$ cat config.mk
export PLATFORM = sky130hd
export DESIGN_NAME = mtw_top
export DESIGN_NICKNAME = d
export VERILOG_FILES = /design/src/include/mtw_pkg.sv /design/src/rtl/mtw_baud.sv /design/src/rtl/mtw_crc8.sv /design/src/rtl/mtw_top.sv
export SDC_FILE = /design/constraint.sdc
export NUM_CORES = 1
export LEC_CHECK = 0
export ABC_AREA = 1
export BUFFER_PORTS_ARGS = -buffer_cell sky130_fd_sc_hd__clkbuf_2
export CORE_MARGIN = 2
export CORE_UTILIZATION = 60
export CTS_CLUSTER_SIZE = 14
export DETAILED_ROUTE_END_ITERATION = 7
export HOLD_SLACK_MARGIN = 0.02
export PLACE_DENSITY = 0.82
export SYNTH_ARGS = -nofsm -noshare
export SYNTH_HDL_FRONTEND = slang
export SYNTH_SLANG_ARGS = --single-unit
$ cat constraint.sdc
create_clock -name aclk -period 3.9 [get_ports aclk]
set_input_delay 0.39 -clock aclk [delete_from_list [all_inputs] [get_ports aclk]]
set_output_delay 0.39 -clock aclk [all_outputs]
set_load 0.05 [all_outputs]
$ cat src/include/mtw_pkg.sv
// ==========================================================
// Register map
// ==========================================================
package mtw_pkg;
	localparam logic [7:0] ADDR_STATUS = 8'h00;
	localparam logic [7:0] ADDR_TXD = 8'h04;
	localparam logic [7:0] ADDR_RXD = 8'h08;
	localparam logic [7:0] ADDR_CRC = 8'h0C;
	localparam logic [7:0] ADDR_BAUD = 8'h10;
	localparam logic [7:0] ADDR_CTRL = 8'h14;
	localparam logic [7:0] ADDR_OWN = 8'h18;
	// ======================================================
	// Field positions
	// ======================================================
	localparam int ST_NACK = 0;
	localparam int ST_SDIR = 1;
	localparam int ST_CRCRDY = 2;
	localparam int ST_TXE = 3;
	localparam int ST_RXF = 4;
	localparam int ST_HIT = 5;
	localparam int ST_TXDONE = 6;
	localparam int ST_RXNEW = 7;
	localparam int CT_ON = 0;
	localparam int CT_MST = 1;
	localparam int CT_DIR = 2;
	localparam int CT_NOACK = 3;
	localparam int CT_BUSY = 4;
	localparam int CT_LOST = 5;
	// ======================================================
	// Reset values and constants
	// ======================================================
	localparam logic [7:0] STATUS_RST = 8'h09;
	localparam logic [7:0] CTRL_RST = 8'h00;
	localparam logic [7:0] DATA_RST = 8'h00;
	localparam logic [7:0] CRC_POLY = 8'h07;
	localparam logic [7:0] CRC_INIT = 8'h00;
	localparam logic [9:0] QTR_BASE = 10'h005;
	localparam logic [3:0] BIT_LAST = 4'h7;
	localparam logic [3:0] BIT_ACK = 4'h8;
	localparam logic [3:0] BIT_PRE = 4'hF;
	localparam logic [1:0] RESP_OKAY = 2'h0;
	localparam logic [1:0] RESP_SLVERR = 2'h2;
	typedef enum logic [5:0] {
		M_IDLE = 6'h01,
		M_START = 6'h02,
		M_LOW = 6'h04,
		M_HIGH = 6'h08,
		M_STOP = 6'h10,
		M_END = 6'h20
	} mtw_mst_t;
endpackage

$ cat src/rtl/mtw_baud.sv
`timescale 1ns/10ps
// ==========================================================
// Quarter-bit tick divider
// ==========================================================
module mtw_baud
	import mtw_pkg::*;
(
	input wire logic aclk,
	input wire logic aresetn,
	input wire logic en,
	input wire logic [2:0] sel,
	output logic tick
);
	logic [9:0] cnt_q;
	logic [9:0] top;

	// A bit takes four ticks, so each tick is a quarter of 20 << sel.
	assign top = 10'((QTR_BASE << sel) - 10'h001);
	assign tick = en & (cnt_q >= top);

	// Counter restarts while disabled so the first bit is full length.
	always_ff @(posedge aclk)
	begin
		if (!aresetn || !en)
			cnt_q <= 10'h000;
		else if (cnt_q >= top)
			cnt_q <= 10'h000;
		else
			cnt_q <= cnt_q + 10'h001;
	end
endmodule // mtw_baud

$ cat src/rtl/mtw_crc8.sv
`timescale 1ns/10ps
// ==========================================================
// One-byte CRC step
// ==========================================================
module mtw_crc8
	import mtw_pkg::*;
(
	input wire logic [7:0] crc_in,
	input wire logic [7:0] data,
	output logic [7:0] crc_out
);
	// Bitwise MSB-first division; eight shifts per byte.
	always_comb
	begin
		logic [7:0] c;
		c = crc_in ^ data;
		for (int i = 0; i < 8; i++)
			c = c[7] ? ({c[6:0], 1'b0} ^ CRC_POLY) : {c[6:0], 1'b0};
		crc_out = c;
	end
endmodule // mtw_crc8

$ cat src/rtl/mtw_top.sv
// Chosen here: the register offsets and the AXI4-Lite interface to the registers.
`timescale 1ns/10ps
// Notes on behaviour
// Slave direction taken from calling address bit.
// Ninth-clock acknowledge sampled into nack flag.
// CRC ready set after each byte; the code sets it only for bytes folded into the CRC.
// CRC ready cleared by result read.
// Running CRC over each byte on wire; the code folds only bytes while active or on an address hit.
// Transmit empty: write clears, shifter load sets.
// Receive full: capture sets, read clears.
// Slave loads shifter on read call, ack.
// Slave nack releases line, holds byte.
// Master loads after write-address or data ack.
// Master nack issues stop, no load.
// Receive register holds address while hit.
// Read frees register; new load sets flag.
// Bit rate divider 20 shifted by code.
// Lost arbitration releases lines until stop.
// Module off releases bus, clears busy.
// CRC register readable while on and ready.
// Software copies CRC into transmit register.
// Module off restores all flags.
// Address hit set at match, cleared next.
// CRC polynomial x8+x2+x+1, zero start.
module mtw_top
	import mtw_pkg::*;
(
	input wire logic aclk,
	input wire logic aresetn,
	input wire logic [7:0] s_axi_awaddr,
	input wire logic s_axi_awvalid,
	output logic s_axi_awready,
	input wire logic [31:0] s_axi_wdata,
	input wire logic [3:0] s_axi_wstrb,
	input wire logic s_axi_wvalid,
	output logic s_axi_wready,
	output logic [1:0] s_axi_bresp,
	output logic s_axi_bvalid,
	input wire logic s_axi_bready,
	input wire logic [7:0] s_axi_araddr,
	input wire logic s_axi_arvalid,
	output logic s_axi_arready,
	output logic [31:0] s_axi_rdata,
	output logic [1:0] s_axi_rresp,
	output logic s_axi_rvalid,
	input wire logic s_axi_rready,
	input wire logic scl_i,
	output logic scl_o,
	output logic scl_oe_n,
	input wire logic sda_i,
	output logic sda_o,
	output logic sda_oe_n
);
	// ======================================================
	// Declarations
	// ======================================================
	mtw_mst_t mst_st_q, mst_st_d;
	logic on_q, mst_q, dir_q, noack_q;
	logic [7:0] own_q, baud_q, txd_q;
	logic scl_p_q, sda_p_q, busy_q, lost_q;
	logic [3:0] cnt_q;
	logic addr_ph_q, act_q, xmit_q, ackdrv_q, need_tx_q, stop_req_q;
	logic [7:0] shr_q, sht_q, rxd_q, pbuf_q, crc_run_q, crc_res_q;
	logic rx_nack_flag_q, slave_dir_flag_q, addr_hit_flag_q;
	logic tx_empty_flag_q, rx_full_flag_q, tx_done_flag_q;
	logic rx_new_flag_q, crc_ready_flag_q, rx_pend_q;
	logic bvalid_q, rvalid_q, scl_oe_n_q, sda_oe_n_q;
	logic [1:0] bresp_q, rresp_q;
	logic [31:0] rdata_q;
	logic [7:0] crc_nx, st_v, ct_v, rmux;
	logic tick, clr, half_q, htick;

	// One-hot register select, shared by both bus directions.
	function automatic logic [6:0] reg_dec(input logic [7:0] a);
		reg_dec = 7'h00;
		case (a)
			ADDR_STATUS: reg_dec = 7'h01;
			ADDR_TXD: reg_dec = 7'h02;
			ADDR_RXD: reg_dec = 7'h04;
			ADDR_CRC: reg_dec = 7'h08;
			ADDR_BAUD: reg_dec = 7'h10;
			ADDR_CTRL: reg_dec = 7'h20;
			ADDR_OWN: reg_dec = 7'h40;
			default: reg_dec = 7'h00;
		endcase
	endfunction

	// ======================================================
	// Bus slave decode
	// ======================================================
	// Address and data are taken together, so neither can run ahead.
	wire wr_fire = s_axi_awvalid & s_axi_wvalid & ~bvalid_q;
	wire [6:0] wdec = reg_dec(s_axi_awaddr);
	wire [6:0] wsel = wdec & {7{wr_fire & s_axi_wstrb[0]}};
	wire ar_fire = s_axi_arvalid & ~rvalid_q;
	wire [6:0] rdec = reg_dec(s_axi_araddr);
	wire [6:0] rsel = rdec & {7{ar_fire}};
	wire [7:0] wd = s_axi_wdata[7:0];
	wire wr_st = wsel[0];
	wire wr_txd = wsel[1];
	wire rd_rxd = rsel[2];
	wire rd_crc = rsel[3];
	assign s_axi_awready = wr_fire;
	assign s_axi_wready = wr_fire;
	assign s_axi_arready = ~rvalid_q;
	assign s_axi_bvalid = bvalid_q;
	assign s_axi_bresp = bresp_q;
	assign s_axi_rvalid = rvalid_q;
	assign s_axi_rresp = rresp_q;
	assign s_axi_rdata = rdata_q;

	// ======================================================
	// Wire events and transfer roles
	// ======================================================
	// Pins are taken as synchronous, so one stage of history suffices.
	wire scl_rise = scl_i & ~scl_p_q;
	wire scl_fall = ~scl_i & scl_p_q;
	wire start_ev = scl_i & scl_p_q & sda_p_q & ~sda_i;
	wire stop_ev = scl_i & scl_p_q & ~sda_p_q & sda_i;
	wire at_ack = (cnt_q == BIT_ACK);
	wire pre_bit = (cnt_q == BIT_PRE);
	wire byte_end = scl_fall & (cnt_q == BIT_LAST);
	wire ack_end = scl_fall & at_ack;
	wire mst_run = (mst_st_q != M_IDLE);
	wire tx_now = addr_ph_q ? mst_run : (xmit_q & act_q);
	wire own_match = (shr_q[7:1] == own_q[7:1]) | (shr_q[7:1] == 7'h00);
	wire hit = byte_end & addr_ph_q & ~mst_run & own_match;
	wire rx_cap = byte_end & ((~addr_ph_q & act_q & ~xmit_q) | hit);
	wire ack_give = hit | (rx_cap & ~noack_q);
	wire tx_nak = tx_now & rx_nack_flag_q;
	wire want_tx = ack_end & act_q & (addr_ph_q ?
		(mst_run ? (~dir_q & ~rx_nack_flag_q) : slave_dir_flag_q) :
		(xmit_q & ~rx_nack_flag_q));
	wire load_tx = need_tx_q & ~tx_empty_flag_q & ~wr_txd;
	wire arb_lost = mst_run & scl_rise & tx_now & ~at_ack & sht_q[7] & ~sda_i;
	wire start_clash = mst_q & ~mst_run & busy_q & ~lost_q;
	wire lost_ev = on_q & (arb_lost | start_clash);
	wire rx_ld = ~rx_full_flag_q & (rx_pend_q | rx_cap);
	wire [7:0] rx_src = rx_pend_q ? pbuf_q : shr_q;
	wire crc_step = byte_end & (act_q | hit);
	wire hold = act_q & (need_tx_q | rx_pend_q);
	assign clr = ~aresetn | ~on_q;

	// Line drive: the shifter bit, the ninth-clock acknowledge, master framing.
	wire m_sda = (mst_st_q == M_START) | (mst_st_q == M_STOP) |
		(mst_st_q == M_END);
	wire m_scl = (mst_st_q == M_LOW) | (mst_st_q == M_STOP);
	wire sda_low = on_q & (m_sda | ackdrv_q |
		(tx_now & ~at_ack & ~sht_q[7]));
	wire scl_low = on_q & (m_scl | hold);
	assign scl_o = 1'b0;
	assign sda_o = 1'b0;
	assign scl_oe_n = scl_oe_n_q;
	assign sda_oe_n = sda_oe_n_q;

	mtw_baud u_baud (
		.aclk(aclk),
		.aresetn(aresetn),
		.en(on_q),
		.sel(baud_q[2:0]),
		.tick(tick)
	);

	mtw_crc8 u_crc (
		.crc_in(crc_run_q),
		.data(shr_q),
		.crc_out(crc_nx)
	);

	// ======================================================
	// Pin registers, bus busy, lost arbitration
	// ======================================================
	// Turning the module off drops every drive and frees a hung bus.
	always_ff @(posedge aclk)
	begin
		scl_p_q <= scl_i;
		sda_p_q <= sda_i;
		if (clr)
		begin
			busy_q <= 1'b0;
			lost_q <= 1'b0;
			scl_oe_n_q <= 1'b1;
			sda_oe_n_q <= 1'b1;
		end
		else
		begin
			scl_oe_n_q <= ~(scl_low & ~lost_ev);
			sda_oe_n_q <= ~(sda_low & ~lost_ev);
			if (start_ev)
				busy_q <= 1'b1;
			else if (stop_ev)
				busy_q <= 1'b0;
			if (lost_ev)
				lost_q <= 1'b1;
			else if (stop_ev)
				lost_q <= 1'b0;
		end
	end

	// ======================================================
	// Master sequencer
	// ======================================================
	// Each wire phase spans two quarter ticks, so one bit takes four.
	assign htick = tick & half_q;

	// Phase toggle restarts with the module so the first phase is whole.
	always_ff @(posedge aclk)
	begin
		if (clr)
			half_q <= 1'b0;
		else if (tick)
			half_q <= ~half_q;
	end

	// High phase waits for the wire itself, so a stretching slave is honoured.
	always_comb
	begin
		mst_st_d = mst_st_q;
		unique case (mst_st_q)
			M_IDLE:
				if (htick && mst_q && !busy_q && !lost_q)
					mst_st_d = M_START;
			M_START:
				if (htick)
					mst_st_d = M_LOW;
			M_LOW:
				if (htick && !need_tx_q && !rx_pend_q)
					mst_st_d = stop_req_q ? M_STOP : M_HIGH;
			M_HIGH:
				if (htick && scl_i)
					mst_st_d = M_LOW;
			M_STOP:
				if (htick)
					mst_st_d = M_END;
			M_END:
				if (htick)
					mst_st_d = M_IDLE;
			default:
				mst_st_d = M_IDLE;
		endcase
		if (lost_ev)
			mst_st_d = M_IDLE;
	end

	always_ff @(posedge aclk)
	begin
		if (clr)
			mst_st_q <= M_IDLE;
		else
			mst_st_q <= mst_st_d;
	end

	// ======================================================
	// Bit and byte engine
	// ======================================================
	always_ff @(posedge aclk)
	begin
		if (clr)
		begin
			cnt_q <= 4'h0;
			addr_ph_q <= 1'b0;
			act_q <= 1'b0;
			xmit_q <= 1'b0;
			shr_q <= DATA_RST;
			sht_q <= DATA_RST;
			ackdrv_q <= 1'b0;
			need_tx_q <= 1'b0;
			stop_req_q <= 1'b0;
		end
		else if (start_ev)
		begin
			cnt_q <= BIT_PRE; // The fall that follows START is no bit.
			addr_ph_q <= 1'b1;
			act_q <= mst_run;
			ackdrv_q <= 1'b0;
			need_tx_q <= 1'b0;
			sht_q <= {own_q[7:1], dir_q};
		end
		else
		begin
			if (scl_rise && !at_ack)
				shr_q <= {shr_q[6:0], sda_i};
			if (scl_fall)
				cnt_q <= at_ack ? 4'h0 : cnt_q + 4'h1;
			if (scl_fall && !at_ack && !pre_bit)
				sht_q <= {sht_q[6:0], 1'b1};
			if (byte_end)
			begin
				ackdrv_q <= ack_give;
				if (addr_ph_q && (mst_run || hit))
					xmit_q <= mst_run ? ~dir_q : shr_q[0];
				if (hit)
					act_q <= 1'b1;
			end
			if (ack_end)
			begin
				ackdrv_q <= 1'b0;
				addr_ph_q <= 1'b0;
				need_tx_q <= want_tx & ~(mst_run & ~mst_q);
				if (!mst_run && tx_nak)
					act_q <= 1'b0;
				stop_req_q <= mst_run & (tx_nak | ~mst_q);
			end
			if (load_tx)
			begin
				sht_q <= txd_q;
				need_tx_q <= 1'b0;
			end
			if (stop_ev || lost_ev)
			begin
				act_q <= 1'b0;
				need_tx_q <= 1'b0;
				ackdrv_q <= 1'b0;
				addr_ph_q <= 1'b0;
			end
			if (mst_st_q == M_IDLE)
				stop_req_q <= 1'b0;
		end
	end

	// ======================================================
	// Status flags, receive data, CRC
	// ======================================================
	// Where hardware sets and software clears in one cycle, the set wins.
	always_ff @(posedge aclk)
	begin
		if (clr)
		begin
			rx_nack_flag_q <= STATUS_RST[ST_NACK];
			slave_dir_flag_q <= STATUS_RST[ST_SDIR];
			addr_hit_flag_q <= STATUS_RST[ST_HIT];
			tx_empty_flag_q <= STATUS_RST[ST_TXE];
			rx_full_flag_q <= STATUS_RST[ST_RXF];
			tx_done_flag_q <= STATUS_RST[ST_TXDONE];
			rx_new_flag_q <= STATUS_RST[ST_RXNEW];
			crc_ready_flag_q <= STATUS_RST[ST_CRCRDY];
			crc_run_q <= CRC_INIT;
			crc_res_q <= CRC_INIT;
			rxd_q <= DATA_RST;
			pbuf_q <= DATA_RST;
			rx_pend_q <= 1'b0;
		end
		else
		begin
			if (scl_rise && at_ack && tx_now)
				rx_nack_flag_q <= sda_i;
			if (hit)
			begin
				slave_dir_flag_q <= shr_q[0];
				addr_hit_flag_q <= 1'b1;
			end
			else if (rx_cap && !mst_run)
				addr_hit_flag_q <= 1'b0;
			if (load_tx)
				tx_empty_flag_q <= 1'b1;
			else if (wr_txd)
				tx_empty_flag_q <= 1'b0;
			if (load_tx)
				tx_done_flag_q <= 1'b1;
			else if (wr_st && !wd[ST_TXDONE])
				tx_done_flag_q <= 1'b0;
			if (rx_ld)
				rx_new_flag_q <= 1'b1;
			else if (wr_st && !wd[ST_RXNEW])
				rx_new_flag_q <= 1'b0;
			if (rx_ld)
				rx_full_flag_q <= 1'b1;
			else if (rd_rxd)
				rx_full_flag_q <= 1'b0;
			if (rx_ld)
			begin
				rxd_q <= rx_src;
				rx_pend_q <= 1'b0;
			end
			else if (rx_cap)
			begin
				pbuf_q <= shr_q;
				rx_pend_q <= 1'b1;
			end
			if (start_ev)
				crc_run_q <= CRC_INIT;
			else if (crc_step)
			begin
				crc_run_q <= crc_nx;
				crc_res_q <= crc_nx;
			end
			if (crc_step)
				crc_ready_flag_q <= 1'b1;
			else if (rd_crc)
				crc_ready_flag_q <= 1'b0;
		end
	end

	// ======================================================
	// Software registers
	// ======================================================
	// Master-run is dropped by hardware on any refused byte it sends, address or data, or on a lost bus.
	always_ff @(posedge aclk)
	begin
		if (!aresetn)
		begin
			on_q <= CTRL_RST[CT_ON];
			mst_q <= CTRL_RST[CT_MST];
			dir_q <= CTRL_RST[CT_DIR];
			noack_q <= CTRL_RST[CT_NOACK];
			own_q <= DATA_RST;
			baud_q <= DATA_RST;
			txd_q <= DATA_RST;
		end
		else
		begin
			if (wsel[5])
			begin
				on_q <= wd[CT_ON];
				mst_q <= wd[CT_MST];
				dir_q <= wd[CT_DIR];
				noack_q <= wd[CT_NOACK];
			end
			if (lost_ev || (ack_end && mst_run && tx_nak))
				mst_q <= 1'b0;
			if (wsel[6])
				own_q <= wd;
			if (wsel[4])
				baud_q <= {5'h00, wd[2:0]};
			if (wr_txd)
				txd_q <= wd;
		end
	end

	// ======================================================
	// Read mux and bus responses
	// ======================================================
	assign st_v[ST_NACK] = rx_nack_flag_q;
	assign st_v[ST_SDIR] = slave_dir_flag_q;
	assign st_v[ST_CRCRDY] = crc_ready_flag_q;
	assign st_v[ST_TXE] = tx_empty_flag_q;
	assign st_v[ST_RXF] = rx_full_flag_q;
	assign st_v[ST_HIT] = addr_hit_flag_q;
	assign st_v[ST_TXDONE] = tx_done_flag_q;
	assign st_v[ST_RXNEW] = rx_new_flag_q;
	assign ct_v = {2'h0, lost_q, busy_q, noack_q, dir_q, mst_q, on_q};
	wire crc_vis = on_q & crc_ready_flag_q;
	assign rmux = ({8{rdec[0]}} & st_v) | ({8{rdec[1]}} & txd_q) |
		({8{rdec[2]}} & rxd_q) | ({8{rdec[3] & crc_vis}} & crc_res_q) |
		({8{rdec[4]}} & baud_q) | ({8{rdec[5]}} & ct_v) |
		({8{rdec[6]}} & own_q);

	// Unmapped offsets answer with an error and read as zero.
	always_ff @(posedge aclk)
	begin
		if (!aresetn)
		begin
			bvalid_q <= 1'b0;
			bresp_q <= RESP_OKAY;
			rvalid_q <= 1'b0;
			rresp_q <= RESP_OKAY;
			rdata_q <= 32'h0000_0000;
		end
		else
		begin
			if (wr_fire)
			begin
				bvalid_q <= 1'b1;
				bresp_q <= (|wdec) ? RESP_OKAY : RESP_SLVERR;
			end
			else if (s_axi_bready)
				bvalid_q <= 1'b0;
			if (ar_fire)
			begin
				rvalid_q <= 1'b1;
				rresp_q <= (|rdec) ? RESP_OKAY : RESP_SLVERR;
				rdata_q <= {24'h00_0000, rmux};
			end
			else if (s_axi_rready)
				rvalid_q <= 1'b0;
		end
	end
endmodule // mtw_top

# Word level (Yosys, flattened, before mapping)
# Index checks and enable logic that the tools add are counted.
[totals]
output_inout_bits = 45
word_cells = 321
inputBits = 61
ff_bits = 127
[op_classes]
reduce_logical = 65
addsub = 3
muxes = 59
magnitude_cmp = 1
n_shift = 1
bitwise = 120
eq_ne = 29
[ops]
columns = ["cell", "count"]
rows = [
  ["$pmux W7 S7", 2],
  ["$and A1 B1 Y1", 53],
  ["$eq A8 B5 Y1 const B", 6],
  ["$or A8 B8 Y8", 6],
  ["$and A8 B8 Y8", 5],
  ["$mux W6", 6],
  ["$pmux W6 S6", 1],
  ["$eq A8 B4 Y1 const B", 4],
  ["$mux W1", 32],
  ["$mux W8", 4],
  ["$not A1 Y1", 28],
  ["$mux W3", 8],
  ["$not A3 Y3", 8],
  ["$reduce_bool A2 Y1", 11],
  ["$logic_and A1 B1 Y1", 18],
  ["$eq A8 B3 Y1 const B", 2],
  ["$logic_not A8 Y1", 2],
  ["$or A1 B1 Y1", 15],
  ["$reduce_or A7 Y1", 2],
  ["$mux W4", 3],
  ["$reduce_or A2 Y1", 6],
  ["$logic_not A1 Y1", 11],
  ["$add A10 B1 Y10 const B", 1],
  ["$ge A10 B10 Y1", 1],
  ["29 further kinds", 43],
]

# Logic depth before layout (Yosys ltp)
[depth]
word_depth = 17
ltp_mapped = 18
mapped_depth_nobuf = 17

# Cells and area by module
# From an unflattened synthesis, not the netlist that was laid out.
[unflattened]
hier_cells = 1010
hier_area_um2 = 6756.5
[modules_own_cells]
columns = ["module", "area_per_inst_um2", "instances", "cells_per_inst", "seq_area_each_um2"]
rows = [
  ["mtw_top", 5584.1, 1, 816, 2302.2],
  ["mtw_baud", 809.5, 1, 113, 200.2],
  ["mtw_crc8", 362.8, 1, 81, 0.0],
]

# Worst setup path before layout
# OpenSTA, ideal clock, no wires.
[synth_path]
path_type = "register to register"
start = "register baud_q[0]"
end = "register mst_st_q[4]"
required_time_ns = 3.787
setup_ns = 0.113
synth_period_minus_slack_ns = 2.326
path_stages_with_launch = 18
path_buffers = 1
slack_ns = 1.574
arrival_time_ns = 2.213
cell_sequence = "dfxtp_1 clkbuf_1 nor2_1 nand2_1 ha_1 inv_1 o21ai_0 nand3_1 ha_1 nand2_1 nor2_1 nand3_1 nand3_1 nand4_1 nand2_2 nand2_1 nand2_1 nor2_1"
[synth_between]
elab_chain_len = 10
elab_cells_between_ends = 18
cone_classes = "1 x add/sub; 1 x order compare; 6 x eq/ne; 1 x shift; 2 x bitwise; 7 x reduce/logical"
[synth_rtl]
columns = ["element", "line_no", "source"]
rows = [
  ["start, declared", "mtw_top.sv:59", "logic [7:0] own_q, baud_q, txd_q;"],
  ["start signal, assigned", "mtw_top.sv:424", "baud_q <= {5'h00, wd[2:0]};"],
  ["$shl A3 B3 Y10 *", "mtw_baud.sv:18", "assign top = 10'((QTR_BASE << sel) - 10'h001);"],
  ["$sub A10 B1 Y10 *", "mtw_baud.sv:18", ""],
  ["$ge A10 B10 Y1 *", "mtw_baud.sv:19", "assign tick = en & (cnt_q >= top);"],
  ["$and A1 B1 Y1 *", "mtw_baud.sv:19", ""],
  ["$and A1 B1 Y1 *", "mtw_top.sv:204", "assign htick = tick & half_q;"],
  ["$logic_and A1 B1 Y1 (3 in series)", "mtw_top.sv:221", "if (htick && mst_q && !busy_q && !lost_q)"],
  ["$ne A2 B2 Y1 (no source line)", "n/a", ""],
  ["$reduce_and A6 Y1 (no source line) *", "n/a", ""],
  ["end signal, assigned", "mtw_top.sv:250", "mst_st_q <= mst_st_d;"],
  ["end, declared", "mtw_top.sv:57", "mtw_mst_t mst_st_q, mst_st_d;"],
]
# Mark *: on every way between the ends. The rest lies on a longest branch, timed or not.
# A chain may end at the register's enable or synchronous reset.

# Final worst setup path
# Ends and elaborated chain as after synthesis.

==> reports/metrics.csv <==
metric,value,unit
grt_usage,0.2950,
cts.clk_slew.worst_paths,0.06,ns
cts_tree,yes,
r2r_setup_slack,1.29,ns
core,10890,um^2
path_delay_family,simple AND/OR/NAND/NOR gates,
initial_core_util,0.6172,
ant_nets,0,
syn_area,6720,um^2
post_cts_buffers,0,
fmax,0.3837,GHz
grt_pass1_wl,27.40,mm
synth-async-reset-ratio,0,
vias,6313,
synthDistinctLibCells,46,
clk_latency,0.54,ns
synth_edf_count,0,
num-fill-cells,941,
startpoint,baud_q[0],
syn_avg_cell_area,6.964,um^2
status,"complete, no violations",
grt_max_degree,34,
min_from,sda_i,
synth_xor_area_frac,0.03258,
holdWs,0.05492,ns
synth_fa_ha_area_frac,0.02607,
stdcell_count,1161,
area_delta_synth_final,11.15,%
clock-root-buffer,clkbuf_8,
p_per_area,396.0,nW/um^2
maxCapViolCount,0,
rsz0062_at_grt,false,
fin_ws,1.294,ns
arrival,3.03,ns
syn-instance-count,965,
yosysMostFrequentCell,nand2_1,
die_y,109.8,um
synth_top_area_cell,dfxtp_1,
endpoint_kind,flop,
maxSlewViolCount,0,
p_leak,3.128,nW
reg2reg_depth,16,
cts_made_buffers,17,
synth_warnings,0,
synth_top_area_share,0.3724,
drt-total-wl,16.80,mm
path_buf_inv,1,
clockBufferDepth,2,
min_to,sda_p_q,
slowest_delay,0.48,ns
seq_area_frac_synth,0.3724,
drive_above_1_share,0.1175,
num_rows,38,
reg2reg_to,mst_st_q[4],
pre_cts_ws,1.350,ns
critical_path_required,4.33,ns
ioPinCount,106,
fin_crit,2.606,ns
crit_top_cell,nand2_1,
n_antenna_cell,0,
die-area,12060,um^2
power,2.958,mW
io_buffers,50,
antenna_found_initial,0,
slew_headroom,0.4989,
tightest_slew,0.7508,ns
detail_route.vias_per_cell,5.438,
synth_flop_cell,dfxtp_1,
period_share,0.6682,
synth.area.mux_share,0,
skew,0.008187,ns
dpl.hpwl,12.23,mm
cts_sinks,125,
dr.pass1.iters,6,
synth-simple-area-share,0.2689,
hold_depth,1,
overflow,0,
worstHoldPathType,in2reg,
path_class,reg2reg,
setup_viol,0,
path_cells,nor2_1 > nand2_1 > ha_1 > inv_1 > o21ai_0 > nand3_1 > ha_1 > nand2_1 > nor2_1 > nand3_1 > nand3_1 > nand4_1 > nand2_2 > nand2_1 > nand2_1 > nor2_1,
ctsHtreeMaxLevel,4,
drt_iter0_drc,521,
yosys-top-cells-area,"dfxtp_1 37%, nand2_1 9.4%, a21oi_1 7.3%",
r2r-start,baud_q[0],
synth_compound_area_frac,0.1789,
first_global_vias,5781,
synth_top_family_by_area,simple AND/OR/NAND/NOR gates,
placedCellCount,1129,
critPathLaunchType,flop,
finalHoldViolations,0,
max-vdd-ir-drop,0.3136,mV
drc,0,
nets,1084,
wl_per_cell,14.47,um
crit_path_max_fanout,9,
slowest_stage,dfxtp_1,
die_w,109.8,um
fin_tns_setup,0,ns
gp_congestion,0.8835,
ys_ff_latch,125,
synthTopCellsByCount,"169 x nand2_1, 130 x nor2_1, 125 x dfxtp_1",
## metrics by stage
stage	instance area, um^2	utilization
floorplan	6822	-
global placement	6917	0.6353
detailed placement	6917	0.6353
CTS	7470	0.6860
global route	7470	0.6860
finish	7470	0.6860
## timing repair
item,CTS,global route
endpoints found under the hold margin,1,0
hold buffers,1,0
endpoints found under the setup margin,0,0
gates resized for setup,0,0
## cells in the final DEF, fill, tap and decap left out, drive strengths merged
cell         instances
a211oi               3
a21oi               99
a22oi                1
a311oi               2
a31oi                1
buf                  3
bufinv               1
clkbuf              74
clkinv               6
clkinvlp             1
conb                28
dfxtp              125
dlygate4sd3          1
ha                  14
inv                121
nand2              180
nand3               45
nand3b               3
nand4               16
nor2               138
nor3                11
nor4                 4
o211ai               7
o21a                 2
o21ai               88
o21bai               1
o22ai               15
o2bb2ai              1
o31ai                1
o41ai                1
or2                  3
xnor2               12
xor2                13
## final cells by class
| class | instances | area, um^2 | share of cell area |
|---|---|---|---|
| inverters | 122 | 457.9 | 0.06131 |
| flip-flops and latches | 125 | 2502 | 0.3350 |
| clock inverters | 7 | 62.56 | 0.008375 |
| repair buffers | 54 | 282.8 | 0.03786 |
| well taps | 140 | 175.2 | 0.02345 |
| clock buffers | 24 | 480.5 | 0.06432 |
| multi-input cells | 689 | 3508 | 0.4697 |
## cell families (layout without fill, tap and decap cells)
logic type | after synthesis | after routing
flip-flops | 125 | 125
buffers and inverters | 178 | 207
XOR/XNOR | 25 | 25
AND/OR/NAND/NOR | 400 | 400
AO/OA/AOI/OAI | 222 | 222
adder cells (fa/ha/maj) | 14 | 14
other | 1 | 28
## per-layer routing
metal	track usage	part of all wire	up-vias
li1	-	-	3186
met1	0.3940	0.46	2815
met2	0.4571	0.44	268
met3	0.06520	0.075	44
met4	0.1275	0.026	0
met5	0	0	-
## worst max path at each step
stage | cells past startpoint | slack, ns | endpoint
detailed placement | 16 | 1.35 | mst_st_q[4]
CTS | 16 | 1.31 | mst_st_q[4]
finish | 16 | 1.29 | mst_st_q[4]
global placement | 16 | 1.41 | mst_st_q[4]
global route | 16 | 1.06 | mst_st_q[4]
floorplan | 17 | 1.57 | mst_st_q[4]
## sequential cells by signal, indices dropped and copies added, names as in the netlist, 3 cells and up
name,flops
baud_q,3
cnt_q,4
crc_res_q,8
crc_run_q,8
mst_st_q,6
own_q,8
pbuf_q,8
rxd_q,8
s_axi_rdata,8
shr_q,8
sht_q,8
txd_q,8
u_baud.cnt_q,10
## power by group
part	switching (mW)	leakage (nW)	internal (mW)
Clock	0.564	0.270	0.903
Sequential	0.00521	1.01	1.29
Combinational	0.160	1.85	0.0377
Note: power is estimated with default switching activity, not from simulation.
